$ cat config.mk
export PLATFORM = sky130hd
export DESIGN_NAME = pmc_top
export DESIGN_NICKNAME = d
export VERILOG_FILES = /design/src/shared/pmc_pkg.sv /design/src/verilog/pmc_sync2.sv /design/src/verilog/pmc_prescale.sv /design/src/verilog/pmc_top.sv
export VERILOG_INCLUDE_DIRS = /design/src /design/src/shared
export SDC_FILE = /design/constraint.sdc
export NUM_CORES = 1
export LEC_CHECK = 0
export BUFFER_PORTS_ARGS = -buffer_cell sky130_fd_sc_hd__buf_4
export CAP_MARGIN = 10
export CORE_MARGIN = 10
export CORE_UTILIZATION = 39
export CTS_BUF_LIST = sky130_fd_sc_hd__clkbuf_8
export DETAILED_ROUTE_END_ITERATION = 12
export PLACE_DENSITY_LB_ADDON = 0.08
export SLEW_MARGIN = 20
export SYNTH_ARGS = -nofsm -noshare
export SYNTH_HDL_FRONTEND = slang
export SYNTH_HIERARCHICAL = 1
export SYNTH_SLANG_ARGS = --single-unit
$ cat constraint.sdc
create_clock -name clk -period 3.8 [get_ports clk]
set_input_delay 0.57 -clock clk [delete_from_list [all_inputs] [get_ports clk]]
set_output_delay 0.57 -clock clk [all_outputs]
set_load 0.03 [all_outputs]
$ cat src/shared/pmc_regs.svh
/*
 * Offsets, field positions, reset values and counts of the perf monitor control block.
 * Assumes inclusion by bare name from the package and the design files.
 */
`ifndef PMC_REGS_SVH
`define PMC_REGS_SVH

// ----------------------------------------------------------------
// register offsets on the external debug interface
// ----------------------------------------------------------------
`define PMC_ADDR_W 12
`define PMC_AUTH_OFFSET 12'h0f8
`define PMC_CTRL_OFFSET 12'he04

// ----------------------------------------------------------------
// control word fields
// ----------------------------------------------------------------
`define PMC_CTRL_E 0
`define PMC_CTRL_P 1
`define PMC_CTRL_C 2
`define PMC_CTRL_D 3
`define PMC_CTRL_X 4
`define PMC_CTRL_DP 5
`define PMC_CTRL_LC 6
`define PMC_SHARED_W 7

// ----------------------------------------------------------------
// reset values (long-counter bit is architecturally unknown)
// ----------------------------------------------------------------
`define PMC_LC_RESET 1'h1
`define PMC_DP_RESET 1'h0
`define PMC_X_RESET 1'h0
`define PMC_D_RESET 1'h0
`define PMC_E_RESET 1'h0

// ----------------------------------------------------------------
// sizes and counts
// ----------------------------------------------------------------
`define PMC_PRESCALE_DIV 64
`define PMC_PRESCALE_W 6
`define PMC_NUM_EVT 31
`define PMC_HPMN_W 5
`define PMC_EVT_BUS_W 8
`define PMC_CYC_W 64
`define PMC_SHORT_OVF_BIT 31
`define PMC_LONG_OVF_BIT 63

`endif

$ cat src/shared/pmc_pkg.sv
/*
 * Types of the perf monitor control block.
 * Assumes pmc_regs.svh on the include path.
 */
`include "pmc_regs.svh"

package pmc_pkg;

    typedef struct packed {
        logic lc;
        logic dp;
        logic x;
        logic d;
        logic e;
        logic [`PMC_CYC_W-1:0] cyc;
        logic ovf;
        logic [`PMC_NUM_EVT-1:0] evt_clr;
        logic [`PMC_EVT_BUS_W-1:0] evt_out;
        logic [31:0] rdata;
        logic rvalid;
    } pmc_state_t;

    typedef struct packed {
        logic [`PMC_PRESCALE_W-1:0] cnt;
        logic tick;
    } pmc_pre_state_t;

endpackage : pmc_pkg

$ cat src/verilog/pmc_sync2.sv
/*
 * Two-flop level synchroniser, width set by parameter.
 * Assumes a level input from outside the clock domain.
 */
`timescale 1ns/1ps

module pmc_sync2 #(
    parameter int W = 1
) (
    input wire logic clk,
    input wire logic rst,
    input wire logic [W-1:0] din,
    output logic [W-1:0] dout
);

    typedef struct packed {
        logic [W-1:0] meta;
        logic [W-1:0] stable;
    } pmc_sync_state_t;

    pmc_sync_state_t s;
    pmc_sync_state_t next_s;

    always_comb
    begin
        next_s.meta = din;
        next_s.stable = s.meta;
    end

    always_ff @(posedge clk or posedge rst)
    begin
        if (rst)
            s <= '0;
        else
            s <= next_s;
    end

    assign dout = s.stable;

endmodule : pmc_sync2

$ cat src/verilog/pmc_prescale.sv
/*
 * Divide-by-64 prescaler for the cycle counter.
 * Assumes run is a same-clock enable; tick is one cycle every 64 run cycles.
 */
`timescale 1ns/1ps
`include "pmc_regs.svh"

module pmc_prescale
    import pmc_pkg::*;
(
    input wire logic clk,
    input wire logic rst,
    input wire logic run,
    output logic tick
);

    pmc_pre_state_t s;
    pmc_pre_state_t next_s;

    always_comb
    begin
        next_s = s;
        next_s.tick = 1'b0;
        if (run)
        begin
            next_s.cnt = s.cnt + `PMC_PRESCALE_W'(1);
            next_s.tick = (s.cnt == `PMC_PRESCALE_W'(`PMC_PRESCALE_DIV - 1));
        end
    end

    always_ff @(posedge clk or posedge rst)
    begin
        if (rst)
            s <= '0;
        else
            s <= next_s;
    end

    // combinational so the counter steps in the same cycle as the 64th run
    assign tick = run && (s.cnt == `PMC_PRESCALE_W'(`PMC_PRESCALE_DIV - 1));

endmodule : pmc_prescale

$ cat src/verilog/pmc_top.sv
/*
 * Perf monitor control and authentication status words, with the cycle counter they steer.
 * Assumes a single-cycle external debug access port and a processor system-register port on clk.
 */
// Behaviour
// - hypervisor-invasive and secure non-invasive auth fields read 00.
// - secure-invasive and non-secure-invasive auth fields read 00; upper bits zero.
// - hypervisor and non-secure non-invasive auth fields mirror debug auth status.
// - low seven control bits are one storage for both views.
// - control word resets on warm/cold reset only, not debug reset.
// - upper control bits read zero, writes ignored; software does read-modify-write.
// - overflow when bit 31 or bit 63 (long-counter) goes 1 to 0.
// - stop-when-prohibited halts cycle counter while prohibited; zero without hypervisor.
// - export bit sends events when not prohibited; fixed when no event bus.
// - no export while prohibited; export bit does not touch overflow signalling.
// - divider bit counts cycle counter once per 64 clocks.
// - long-counter set ignores divider, counts every clock.
// - cycle-reset write clears cycle counter, keeps overflow flag, reads zero.
// - event-reset write clears event counters, not overflow flags, reads zero.
// - with hypervisor external-access bit, event reset spares hypervisor counters.
// - global enable 0 stops lower-level counters including cycle counter.
// - global enable 1 follows individual enables, subject to hypervisor prohibit.
// - global enable does not affect hypervisor-reserved counters.
`timescale 1ns/1ps
`include "pmc_regs.svh"

module pmc_top
    import pmc_pkg::*;
#(
    parameter bit HYP_PRESENT = 1'b1,
    parameter bit EVENT_BUS_PRESENT = 1'b1
) (
    input wire logic clk,
    input wire logic rst,
    input wire logic dbg_rst,
    input wire logic ext_sel,
    input wire logic ext_wr,
    input wire logic [`PMC_ADDR_W-1:0] ext_addr,
    input wire logic [31:0] ext_wdata,
    output logic [31:0] ext_rdata,
    output logic ext_rvalid,
    input wire logic sys_wr,
    input wire logic [`PMC_SHARED_W-1:0] sys_wdata,
    output logic [`PMC_SHARED_W-1:0] sys_rdata,
    input wire logic [1:0] hyp_noninvasive_field,
    input wire logic [1:0] nonsecure_noninvasive_field,
    input wire logic count_prohibited,
    input wire logic hyp_prohibit_bit,
    input wire logic hyp_external_access_bit,
    input wire logic [`PMC_HPMN_W-1:0] hyp_partition_field,
    input wire logic cycle_enable_set,
    input wire logic [`PMC_NUM_EVT-1:0] per_counter_enable_set,
    input wire logic [`PMC_EVT_BUS_W-1:0] evt_in,
    output logic [`PMC_EVT_BUS_W-1:0] evt_export,
    output logic [`PMC_NUM_EVT-1:0] evt_count_enable,
    output logic [`PMC_NUM_EVT-1:0] evt_counter_clear,
    output logic [`PMC_CYC_W-1:0] cycle_counter,
    output logic cycle_overflow
);

    // ----------------------------------------------------------------
    // state and synchronised authentication levels
    // ----------------------------------------------------------------
    pmc_state_t s;
    pmc_state_t next_s;
    logic [1:0] hyp_noninvasive_field_s;
    logic [1:0] nonsecure_noninvasive_field_s;
    logic tick;
    logic cyc_run;
    logic cyc_step;
    logic ext_rd;
    logic ext_wr_ctrl;
    logic [`PMC_SHARED_W-1:0] ctrl_low;
    logic [31:0] auth_word;
    logic [31:0] ctrl_word;
    logic [`PMC_CYC_W-1:0] cyc_inc;
    logic clear_cyc;
    logic clear_evt;

    pmc_sync2 #(.W(4)) u_auth_sync (
        .clk(clk),
        .rst(rst),
        .din({hyp_noninvasive_field, nonsecure_noninvasive_field}),
        .dout({hyp_noninvasive_field_s, nonsecure_noninvasive_field_s})
    );

    // ----------------------------------------------------------------
    // register views
    // ----------------------------------------------------------------
    assign ext_rd = ext_sel && !ext_wr;
    assign ext_wr_ctrl = ext_sel && ext_wr && (ext_addr == `PMC_CTRL_OFFSET);

    // reset and clear bits never hold state, so they read zero in both views
    assign ctrl_low = {s.lc, s.dp, s.x, s.d, 1'b0, 1'b0, s.e};
    assign ctrl_word = {25'h0, ctrl_low};
    // unimplemented debug classes are hard-wired to 00
    assign auth_word = {20'h0, hyp_noninvasive_field_s, 2'h0, 2'h0, 2'h0, nonsecure_noninvasive_field_s, 2'h0};

    assign clear_cyc = (ext_wr_ctrl && ext_wdata[`PMC_CTRL_C]) || (sys_wr && sys_wdata[`PMC_CTRL_C]);
    assign clear_evt = (ext_wr_ctrl && ext_wdata[`PMC_CTRL_P]) || (sys_wr && sys_wdata[`PMC_CTRL_P]);

    // ----------------------------------------------------------------
    // counting enables
    // ----------------------------------------------------------------
    // cycle counter is never hypervisor-reserved, so the global enable always gates it
    assign cyc_run = s.e && cycle_enable_set
        && !(s.dp && (count_prohibited || hyp_prohibit_bit));

    pmc_prescale u_prescale (
        .clk(clk),
        .rst(rst),
        .run(cyc_run && s.d && !s.lc),
        .tick(tick)
    );

    // divider is ignored once the long counter is selected
    assign cyc_step = cyc_run && (s.lc || !s.d || tick);
    assign cyc_inc = s.cyc + `PMC_CYC_W'(1);

    always_comb
    begin
        for (int i = 0; i < `PMC_NUM_EVT; i++)
        begin
            if (HYP_PRESENT && (i >= int'(hyp_partition_field)))
                evt_count_enable[i] = per_counter_enable_set[i];
            else
                evt_count_enable[i] = s.e && per_counter_enable_set[i]
                    && !hyp_prohibit_bit && !count_prohibited;
        end
    end

    // ----------------------------------------------------------------
    // next state
    // ----------------------------------------------------------------
    always_comb
    begin
        next_s = s;
        next_s.ovf = 1'b0;
        next_s.rvalid = 1'b0;
        next_s.evt_clr = '0;
        // control word: the system view wins a same-cycle collision on shared bits
        if (ext_wr_ctrl)
        begin
            next_s.lc = ext_wdata[`PMC_CTRL_LC];
            next_s.dp = HYP_PRESENT && ext_wdata[`PMC_CTRL_DP];
            next_s.x = EVENT_BUS_PRESENT && ext_wdata[`PMC_CTRL_X];
            next_s.d = ext_wdata[`PMC_CTRL_D];
            next_s.e = ext_wdata[`PMC_CTRL_E];
        end
        if (sys_wr)
        begin
            next_s.lc = sys_wdata[`PMC_CTRL_LC];
            next_s.dp = HYP_PRESENT && sys_wdata[`PMC_CTRL_DP];
            next_s.x = EVENT_BUS_PRESENT && sys_wdata[`PMC_CTRL_X];
            next_s.d = sys_wdata[`PMC_CTRL_D];
            next_s.e = sys_wdata[`PMC_CTRL_E];
        end
        // cycle counter: clearing beats counting and never sets the overflow flag
        if (clear_cyc)
            next_s.cyc = '0;
        else if (cyc_step)
        begin
            next_s.cyc = cyc_inc;
            if (s.lc)
                next_s.ovf = s.cyc[`PMC_LONG_OVF_BIT] && !cyc_inc[`PMC_LONG_OVF_BIT];
            else
                next_s.ovf = s.cyc[`PMC_SHORT_OVF_BIT] && !cyc_inc[`PMC_SHORT_OVF_BIT];
        end
        // event counter clear strobes, overflow flags live elsewhere and are left alone
        if (clear_evt)
        begin
            for (int i = 0; i < `PMC_NUM_EVT; i++)
                next_s.evt_clr[i] = !(HYP_PRESENT && hyp_external_access_bit
                    && (i >= int'(hyp_partition_field)));
        end
        // export gate is independent of the overflow path above
        next_s.evt_out = (s.x && !count_prohibited) ? evt_in : '0;
        // read port: unmapped addresses answer zero
        if (ext_rd)
        begin
            next_s.rvalid = 1'b1;
            if (ext_addr == `PMC_AUTH_OFFSET)
                next_s.rdata = auth_word;
            else if (ext_addr == `PMC_CTRL_OFFSET)
                next_s.rdata = ctrl_word;
            else
                next_s.rdata = '0;
        end
        // debug reset only flushes the read port, the control word survives it
        if (dbg_rst)
        begin
            next_s.rdata = '0;
            next_s.rvalid = 1'b0;
        end
    end

    // ----------------------------------------------------------------
    // state register
    // ----------------------------------------------------------------
    always_ff @(posedge clk or posedge rst)
    begin
        if (rst)
        begin
            s <= '0;
            s.lc <= `PMC_LC_RESET;
            s.dp <= `PMC_DP_RESET;
            s.x <= `PMC_X_RESET;
            s.d <= `PMC_D_RESET;
            s.e <= `PMC_E_RESET;
        end
        else
            s <= next_s;
    end

    assign ext_rdata = s.rdata;
    assign ext_rvalid = s.rvalid;
    assign sys_rdata = ctrl_low;
    assign evt_export = s.evt_out;
    assign evt_counter_clear = s.evt_clr;
    assign cycle_counter = s.cyc;
    assign cycle_overflow = s.ovf;

    // ----------------------------------------------------------------
    // assertions
    // ----------------------------------------------------------------
    AST_AUTH_HID_SECURE_NONINVASIVE_FIELD: assert property (@(posedge clk) disable iff (rst)
        (ext_rd && !dbg_rst && ext_addr == `PMC_AUTH_OFFSET) |=> (ext_rdata[9:6] == 4'h0 && ext_rvalid))
        else $error("hyp invasive or secure non-invasive field not zero");

    AST_AUTH_RES0: assert property (@(posedge clk) disable iff (rst)
        (ext_rd && !dbg_rst && ext_addr == `PMC_AUTH_OFFSET)
        |=> (ext_rdata[31:12] == 20'h0 && ext_rdata[5:4] == 2'h0 && ext_rdata[1:0] == 2'h0))
        else $error("auth status reserved or invasive field not zero");

    AST_AUTH_MIRROR: assert property (@(posedge clk) disable iff (rst)
        (ext_rd && !dbg_rst && ext_addr == `PMC_AUTH_OFFSET)
        |=> (ext_rdata[11:10] == $past(hyp_noninvasive_field_s) && ext_rdata[3:2] == $past(nonsecure_noninvasive_field_s)))
        else $error("auth status does not mirror debug auth levels");

    AST_SHARED_VIEW: assert property (@(posedge clk) disable iff (rst)
        (ext_wr_ctrl && !sys_wr) |=> (sys_rdata[`PMC_CTRL_E] == $past(ext_wdata[`PMC_CTRL_E])
        && sys_rdata[`PMC_CTRL_D] == $past(ext_wdata[`PMC_CTRL_D])
        && sys_rdata[`PMC_CTRL_LC] == $past(ext_wdata[`PMC_CTRL_LC])))
        else $error("external write not visible in system view");

    AST_DBG_RST_KEEPS: assert property (@(posedge clk) disable iff (rst)
        (dbg_rst && !ext_wr_ctrl && !sys_wr) |=> $stable(ctrl_low))
        else $error("control word changed by debug reset");

    AST_CTRL_UPPER_ZERO: assert property (@(posedge clk) disable iff (rst)
        (ext_rd && !dbg_rst && ext_addr == `PMC_CTRL_OFFSET) |=> (ext_rdata[31:7] == 25'h0))
        else $error("upper control bits not zero");

    AST_OVF_CAUSE: assert property (@(posedge clk) disable iff (rst)
        cycle_overflow |-> ($past(s.lc) ? ($past(s.cyc[63]) && !s.cyc[63]) : ($past(s.cyc[31]) && !s.cyc[31])))
        else $error("overflow without the selected bit wrapping");

    AST_DP_HALT: assert property (@(posedge clk) disable iff (rst)
        (s.dp && count_prohibited && !clear_cyc) |=> $stable(cycle_counter))
        else $error("cycle counter moved while prohibited");

    AST_EXPORT_QUIET: assert property (@(posedge clk) disable iff (rst)
        (count_prohibited || !s.x) |=> (evt_export == '0))
        else $error("events exported while prohibited or disabled");

    AST_DIV_HOLD: assert property (@(posedge clk) disable iff (rst)
        (s.d && !s.lc && !tick && !clear_cyc) |=> $stable(cycle_counter))
        else $error("divided cycle counter stepped off its tick");

    AST_LONG_EVERY: assert property (@(posedge clk) disable iff (rst)
        (s.lc && cyc_run && !clear_cyc) |=> (cycle_counter == $past(cycle_counter) + 64'h1))
        else $error("long counter did not count every clock");

    AST_CYC_CLEAR: assert property (@(posedge clk) disable iff (rst)
        clear_cyc |=> (cycle_counter == '0 && !cycle_overflow))
        else $error("cycle reset did not clear counter");

    AST_EVT_CLEAR: assert property (@(posedge clk) disable iff (rst)
        (clear_evt && !(HYP_PRESENT && hyp_external_access_bit)) |=> (evt_counter_clear == '1))
        else $error("event reset did not clear every counter");

    AST_ENABLE_OFF: assert property (@(posedge clk) disable iff (rst)
        (!s.e && !clear_cyc) |=> $stable(cycle_counter))
        else $error("cycle counter moved with global enable off");

    AST_DP_OFF_COUNTS: assert property (@(posedge clk) disable iff (rst)
        (!s.dp && s.e && cycle_enable_set && s.lc && !clear_cyc) |=> (cycle_counter == $past(cycle_counter) + 64'h1))
        else $error("cycle counter stopped although stop-when-prohibited is off");

    AST_EXPORT_PASS: assert property (@(posedge clk) disable iff (rst)
        (s.x && !count_prohibited) |=> (evt_export == $past(evt_in)))
        else $error("enabled export did not pass events through");

    AST_DIV_TICK: assert property (@(posedge clk) disable iff (rst)
        (s.d && !s.lc && cyc_run && tick && !clear_cyc) |=> (cycle_counter == $past(cycle_counter) + 64'h1))
        else $error("divided cycle counter missed its tick");

    AST_SYS_WINS: assert property (@(posedge clk) disable iff (rst)
        sys_wr |=> (sys_rdata[`PMC_CTRL_E] == $past(sys_wdata[`PMC_CTRL_E])
        && sys_rdata[`PMC_CTRL_D] == $past(sys_wdata[`PMC_CTRL_D])))
        else $error("system write not visible in shared bits");

    AST_CTRL_READBACK: assert property (@(posedge clk) disable iff (rst)
        (ext_rd && !dbg_rst && ext_addr == `PMC_CTRL_OFFSET) |=> (ext_rdata[6:0] == $past(sys_rdata)))
        else $error("external read differs from system view");

    AST_CTRL_WO_BITS: assert property (@(posedge clk) disable iff (rst)
        (ext_rd && !dbg_rst && ext_addr == `PMC_CTRL_OFFSET)
        |=> (ext_rdata[`PMC_CTRL_C] == 1'b0 && ext_rdata[`PMC_CTRL_P] == 1'b0))
        else $error("write-one reset bits did not read zero");

    // read answers come exactly one cycle after the strobe, never for a write
    AST_READ_ANSWER: assert property (@(posedge clk) disable iff (rst)
        (ext_rd && !dbg_rst) |=> ext_rvalid)
        else $error("read got no answer");

    AST_WRITE_SILENT: assert property (@(posedge clk) disable iff (rst)
        (!ext_rd || dbg_rst) |=> !ext_rvalid)
        else $error("answer without a read");

    AST_DBG_RST_CANCEL: assert property (@(posedge clk) disable iff (rst)
        dbg_rst |=> (!ext_rvalid && ext_rdata == 32'h0))
        else $error("debug reset did not flush the read port");

    AST_EVT_IDLE: assert property (@(posedge clk) disable iff (rst)
        !clear_evt |=> (evt_counter_clear == '0))
        else $error("event clear strobe without a write");

    AST_EVT_SPARE: assert property (@(posedge clk) disable iff (rst)
        (clear_evt && HYP_PRESENT && hyp_external_access_bit) |=> ((evt_counter_clear >> $past(hyp_partition_field)) == '0))
        else $error("event reset touched hypervisor counters");

    // counter 0 sits below any nonzero partition, so it stands for the lower group
    AST_ENABLE_OFF_LOW: assert property (@(posedge clk) disable iff (rst)
        (!s.e && hyp_partition_field != 5'h00) |-> !evt_count_enable[0])
        else $error("lower counter enabled with global enable off");

    AST_HYP_PROHIBIT_LOW: assert property (@(posedge clk) disable iff (rst)
        (hyp_prohibit_bit && hyp_partition_field != 5'h00) |-> !evt_count_enable[0])
        else $error("lower counter enabled while hypervisor prohibits");

    // counter 30 is reserved whenever the partition leaves it above
    AST_HYP_FREE: assert property (@(posedge clk) disable iff (rst)
        (HYP_PRESENT && hyp_partition_field <= 5'h1e) |-> (evt_count_enable[30] == per_counter_enable_set[30]))
        else $error("reserved counter gated by global controls");

endmodule : pmc_top

; ---- After elaboration in Yosys (flattened, before gate mapping)
; Index checks and enable logic that the tools add are counted.
[op_classes]
n_eq_ne = 3
reduce_logical = 188
mux = 43
n_lt_le_gt_ge = 31
add_sub_neg = 2
[op_table]
columns = cell, count
row1 = 1-bit logical AND, 141
row2 = 5-bit >= comparator (first input constant), 15
row3 = 33-bit two-way mux, 2
row4 = 65-bit two-way mux, 1
row5 = 64-bit by 1-bit adder with 64-bit output (second input constant), 1
row6 = 64-bit two-way mux, 1
row7 = 4-bit by 5-bit >= comparator with 1-bit output (first input constant), 8
row8 = 1-bit logical NOT, 39
row9 = 1-bit two-way mux, 33
row10 = 32-bit two-way mux, 1
row11 = 31-bit two-way mux, 1
row12 = 3-bit by 5-bit >= comparator with 1-bit output (first input constant), 4
row13 = 12-bit equality test (second input constant), 1
row14 = 12-bit by 8-bit equality test with 1-bit output (second input constant), 1
row15 = 1-bit by 5-bit >= comparator with 1-bit output (first input constant), 2
row16 = 2-bit by 5-bit >= comparator with 1-bit output (first input constant), 2
row17 = 5-bit two-way mux, 2
row18 = 8-bit two-way mux, 1
row19 = 7-bit two-way mux, 1
row20 = 6-bit by 1-bit adder with 6-bit output (second input constant), 1
row21 = 6-bit equality test (second input constant), 1
row22 = 2-bit nonzero test, 3
row23 = 1-bit logical OR, 5
[word_totals]
register_bits = 156
out_inout_bits = 175

; ---- Depth between registers and ports, before layout
[logic_depth]
word_depth = 11
depth_mapped = 11

; ---- Hierarchy
; The synthesis kept the hierarchy.
[by_module_without_submodules]
columns = mod, cells_per_inst, instances, area_each_um2
row1 = pmc_top, 667, 1, 6307.3
row2 = pmc_prescale, 21, 1, 261.5
row3 = pmc_sync2, 9, 1, 203.9

; ---- Worst setup path before layout
; OpenSTA, ideal clock, no wires.
[synth_timing]
kind = input port to flip-flop
from = input count_prohibited
to = register s (netlist bit cycle_counter[49])
t_arrival_ns = 3.300
slack_ns = 0.421
stages = 10
setup_ns = 0.079
path_cell_list = o21a_1 -> nor4b_1 -> nand4_1 -> nor2_1 -> nor3b_1 -> nor4_1 -> clkbuf_1 -> and2_0 -> and4_1 -> mux2i_1
[synth_via]
elab_chain_cells = 10
[synth_rtl]
columns = item, line
row1 = "start, declared", pmc_top.sv:47  ; input wire logic count_prohibited,
row2 = 1-bit logical OR, pmc_top.sv:107  ; && !(s.dp && (count_prohibited || hyp_prohibit_bit));
row3 = 1-bit logical AND, pmc_top.sv:107
row4 = 1-bit logical NOT, pmc_top.sv:107
row5 = 1-bit logical AND, pmc_top.sv:107
row6 = 1-bit logical AND (2 in a row), pmc_top.sv:112  ; .run(cyc_run && s.d && !s.lc),
row7 = 1-bit logical AND, pmc_prescale.sv:40  ; assign tick = run && (s.cnt == `PMC_PRESCALE_W'(`PMC_PRESCALE_DIV - 1));
row8 = named net tick, pmc_top.sv:68  ; logic tick;
row9 = 1-bit logical OR, pmc_top.sv:117  ; assign cyc_step = cyc_run && (s.lc || !s.d || tick);
row10 = 1-bit logical AND, pmc_top.sv:117
row11 = 2-bit nonzero test (no line), n/a
row12 = "end signal, assigned", pmc_top.sv:212  ; s <= next_s;
row13 = "end, declared", pmc_top.sv:64  ; pmc_state_t s;
; The timed path passes the listed nets, and every way through them passes these cells.
; A chain may end at the register's enable or synchronous reset.

; ---- Worst setup path in the final report
[layout_timing]
from = register s (netlist bit sys_rdata[5])
to = register s (netlist bit cycle_counter[50])
[layout_via]
elab_chain_cells = 9
[layout_rtl]
columns = item, line
row1 = 1-bit logical AND, pmc_top.sv:107
row2 = 1-bit logical NOT, pmc_top.sv:107
row3 = 1-bit logical AND, pmc_top.sv:107
row4 = 1-bit logical AND (2 in a row), pmc_top.sv:112
row5 = 1-bit logical AND, pmc_prescale.sv:40
row6 = named net tick, pmc_top.sv:68
row7 = 1-bit logical OR, pmc_top.sv:117
row8 = 1-bit logical AND, pmc_top.sv:117
row9 = 2-bit nonzero test (no line), n/a
; The timed path passes the listed nets, and every way through them passes these cells.

==> run metrics <==
sequential-to-total area share from yosys stat=0.488; asr flop ratio synth=1.00; RR Endpoint=cycle_counter[50]; max-cap viol count=0; top cell type's share of synthesized area=0.484; Vias=about 6100; Sw Share=0.281; worst slew margin relative to its limit=0.470; logic gate share of total power=0.150; DRT Wirelength=22000 microns; area leader, netlist=dfrtp_1; Buffers on Ports=approximately 230; DP HPWL=roughly 17000 microns; element type at the critical path end=register; fin crit share=0.829; DR pass1 iterations=5; crit-path cells=o21a_1 -> nor4b_1 -> nand4_1 -> nor2_1 -> nor3b_1 -> nor4_2 -> nand4_4 -> or4_1 -> a21oi_1; Chip Height=152 microns; die width=between 150 and 200 microns; Final #Nets=1038; Peak Freq=about 320 MHz; number of hold buffers added after cts=0; Yosys reg bits=roughly 130; IO Count=between 200 and 300; worst slack at placement=between 200 and 300 ps; Final Hold Vio Count=0; Fillers=about 1600; RR Startpoint=sys_rdata[5]; CP peak stage delay=630 ps; initial DRC count=430; crit path time final=3150 ps; synth warn=6; max-slew violations=0; # placed instances=about 1100; Clk pin slew, worst setup/hold paths=roughly 80 ps; final setup violation count=0; Worst Setup Start Kind=register; leading post-synthesis cells by cell area=dfrtp_1 48%, a21oi_1 5.2%, nand2_1 4.0%, buf_4 2.9%, nor2_1 2.6%; Initial Util=0.394; synthesized instance count=around 700; clock tree buffer depth=2; Core ar.=around 17000 sq um; clock share of power=0.395; commonest non-fill, non-tap cell in the layout=buf_4; full die area=between 20000 and 25000 sq um; Num CTS Buffers=17; Final ANT Viol Nets=0; critical path fanouts, max=28; synthesized area=between 6000 and 7000 sq um; PnR worst setup slack=648 ps; fin cells=approximately 1200; Leakage Power=approximately 0.0043 uW; Slew @ Worst Pin=788 ps; Row Count=48; unrepaired setup endpoints after global routing=no; slowest stage cell, crit path=or4_1; post-cts repair resize count=0; switching power=~920 uW; share of layout cells above drive strength 1=0.325; CTS tree=built; number of unique standard cell types used by synthesis=between 50 and 60; Clk Latency, worst-skew pair=about 430 ps; antenna violations before repair=0; Post CTS Setup Buffer Count=0; ys flop type=dfrtp_1; Avg Synthesized Cell Area=9.72 sq um; grt total ovfl=0; vias in the first global route=between 6000 and 7000; drt wl/cell=around 19 microns; EDFF count, synth=0; Req. time, crit path=approximately 4200 ps; first-pass GRT wire length=between 30000 and 40000 microns; GP Congestion=around 0.89; maximum number of pins on one net before global-route repair=between 60 and 70; Reg2Reg Setup Slack=650 ps; critical path class=register to register; Area growth syn-to-layout=34.1%; Total GRT Usage=0.192; # DRC=0; fin util=0.529; clk sinks=roughly 130; Hold/Removal Path Class=input port to async pin; status=finished clean; htree depth=4; Fin Setup TNS=0 ps; Critical Path AT=roughly 3500 ps; commonest cells after routing, fill and taps aside=245 x buf_4, 131 x dfrtp_1, 72 x nand2_1; peak supply drop=around 230 uV; Pwr Density=361 nW/um^2; Internal=between 2000 and 2500 uW; Seq pwr share=0.455; FF-to-FF path depth=9; DR vias/cell=about 5.2; root buf cell=clkbuf_8; Post-Route Skew=roughly 9.1 ps; ant diodes=0
==> sequential cells by signal (all words and copies together) (netlist names), 4 cells and up <==
name	cells
u_prescale/s	6
cycle_counter	64
evt_counter_clear	31
u_auth_sync/next_s	4
u_auth_sync/dout	4
ext_rdata	8
sys_rdata	5
evt_export	8
==> per-stage QoR <==
step / hold WS [ps] / cell area (sq um) / power, uW
global route: 74.4 / 9080 / 3450
detailed placement: 335 / 8640 / 2020
floorplan: 331 / 6870 / 1820
finish: 92.3 / 9080 / 3280
CTS: 65.9 / 9080 / 3330
global placement: 335 / 8640 / 2010
==> worst max-delay path, delay by kind of cell, from the launching register on <==
| kind | cells | cell delay [ps] |
|---|---|---|
| compound gates | 2 | 380 |
| simple gates | 7 | 2270 |
| flops | 1 | 410 |
==> how the worst max path moves through the flow <==
stage                           startpoint  slack (ps)                 to
after floorplan                        rst         100   cycle_counter[0]
after global placement    count_prohibited         290  cycle_counter[36]
after detailed placement  count_prohibited         250  cycle_counter[54]
after CTS                     sys_rdata[5]         580  cycle_counter[50]
after global routing          sys_rdata[5]         280  cycle_counter[52]
final                         sys_rdata[5]         650  cycle_counter[50]
==> cells by family after synthesis <==
| family | share of synthesized area |
|---|---|
| adder cells (fa/ha/maj) | 0.00739 |
| buffers and inverters | 0.0645 |
| AND/OR/NAND/NOR | 0.244 |
| other | 0.000554 |
| XOR/XNOR | 0.0349 |
| multiplexers | 0.0211 |
| flip-flops | 0.488 |
| AO/OA/AOI/OAI | 0.140 |
==> Yosys cell counts (all sizes together) (2+ instances only) <==
cell / n
or3: 11
dfrtp: 131
or4: 22
nor2: 48
mux2i: 12
nor2b: 8
o21ai: 20
and4: 4
nor3b: 4
ha: 4
a22o: 7
and3: 9
xor2: 17
o211ai: 3
o31ai: 19
nand3: 23
buf: 38
and2: 18
a21boi: 7
nand2: 73
o21a: 19
clkbuf: 24
nand2b: 6
nor4b: 3
xnor2: 10
or4b: 2
a21oi: 72
a22oi: 2
nor3: 8
or2: 4
nand4: 30
mux2: 2
inv: 15
nor4: 13
==> per-layer routing <==
metal / track usage / part of all wire / up-vias
li1: - / - / 2899
met1: 0.220 / 0.38 / 2924
met2: 0.316 / 0.50 / 214
met3: 0.0814 / 0.10 / 25
met4: 0.0658 / 0.016 / 0
met5: 0 / 0 / -
==> area by class of cell <==
| cell class | instances | area [sq um] | area share |
|---|---|---|---|
| repair buffers | 246 | 1860 | 0.205 |
| clock buffers | 17 | 234 | 0.0258 |
| inverters | 15 | 58.8 | 0.00648 |
| clock inverters | 15 | 205 | 0.0226 |
| flip-flops and latches | 132 | 3300 | 0.364 |
| multi-input cells | 513 | 3140 | 0.346 |
| well taps | 225 | 282 | 0.0310 |
==> power groups by stage <==
| stage | sequential [uW] | clock [uW] | combinational [uW] |
|---|---|---|---|
| 2_1_floorplan | 1570 | 0 | 251 |
| 3_3_place_gp | 1520 | 0 | 491 |
| 3_5_place_dp | 1520 | 0 | 499 |
| 4_1_cts | 1490 | 1330 | 501 |
| 5_1_grt | 1500 | 1410 | 537 |
| 6_report | 1490 | 1290 | 492 |
No activity file was read; power rests on OpenSTA's default activity.
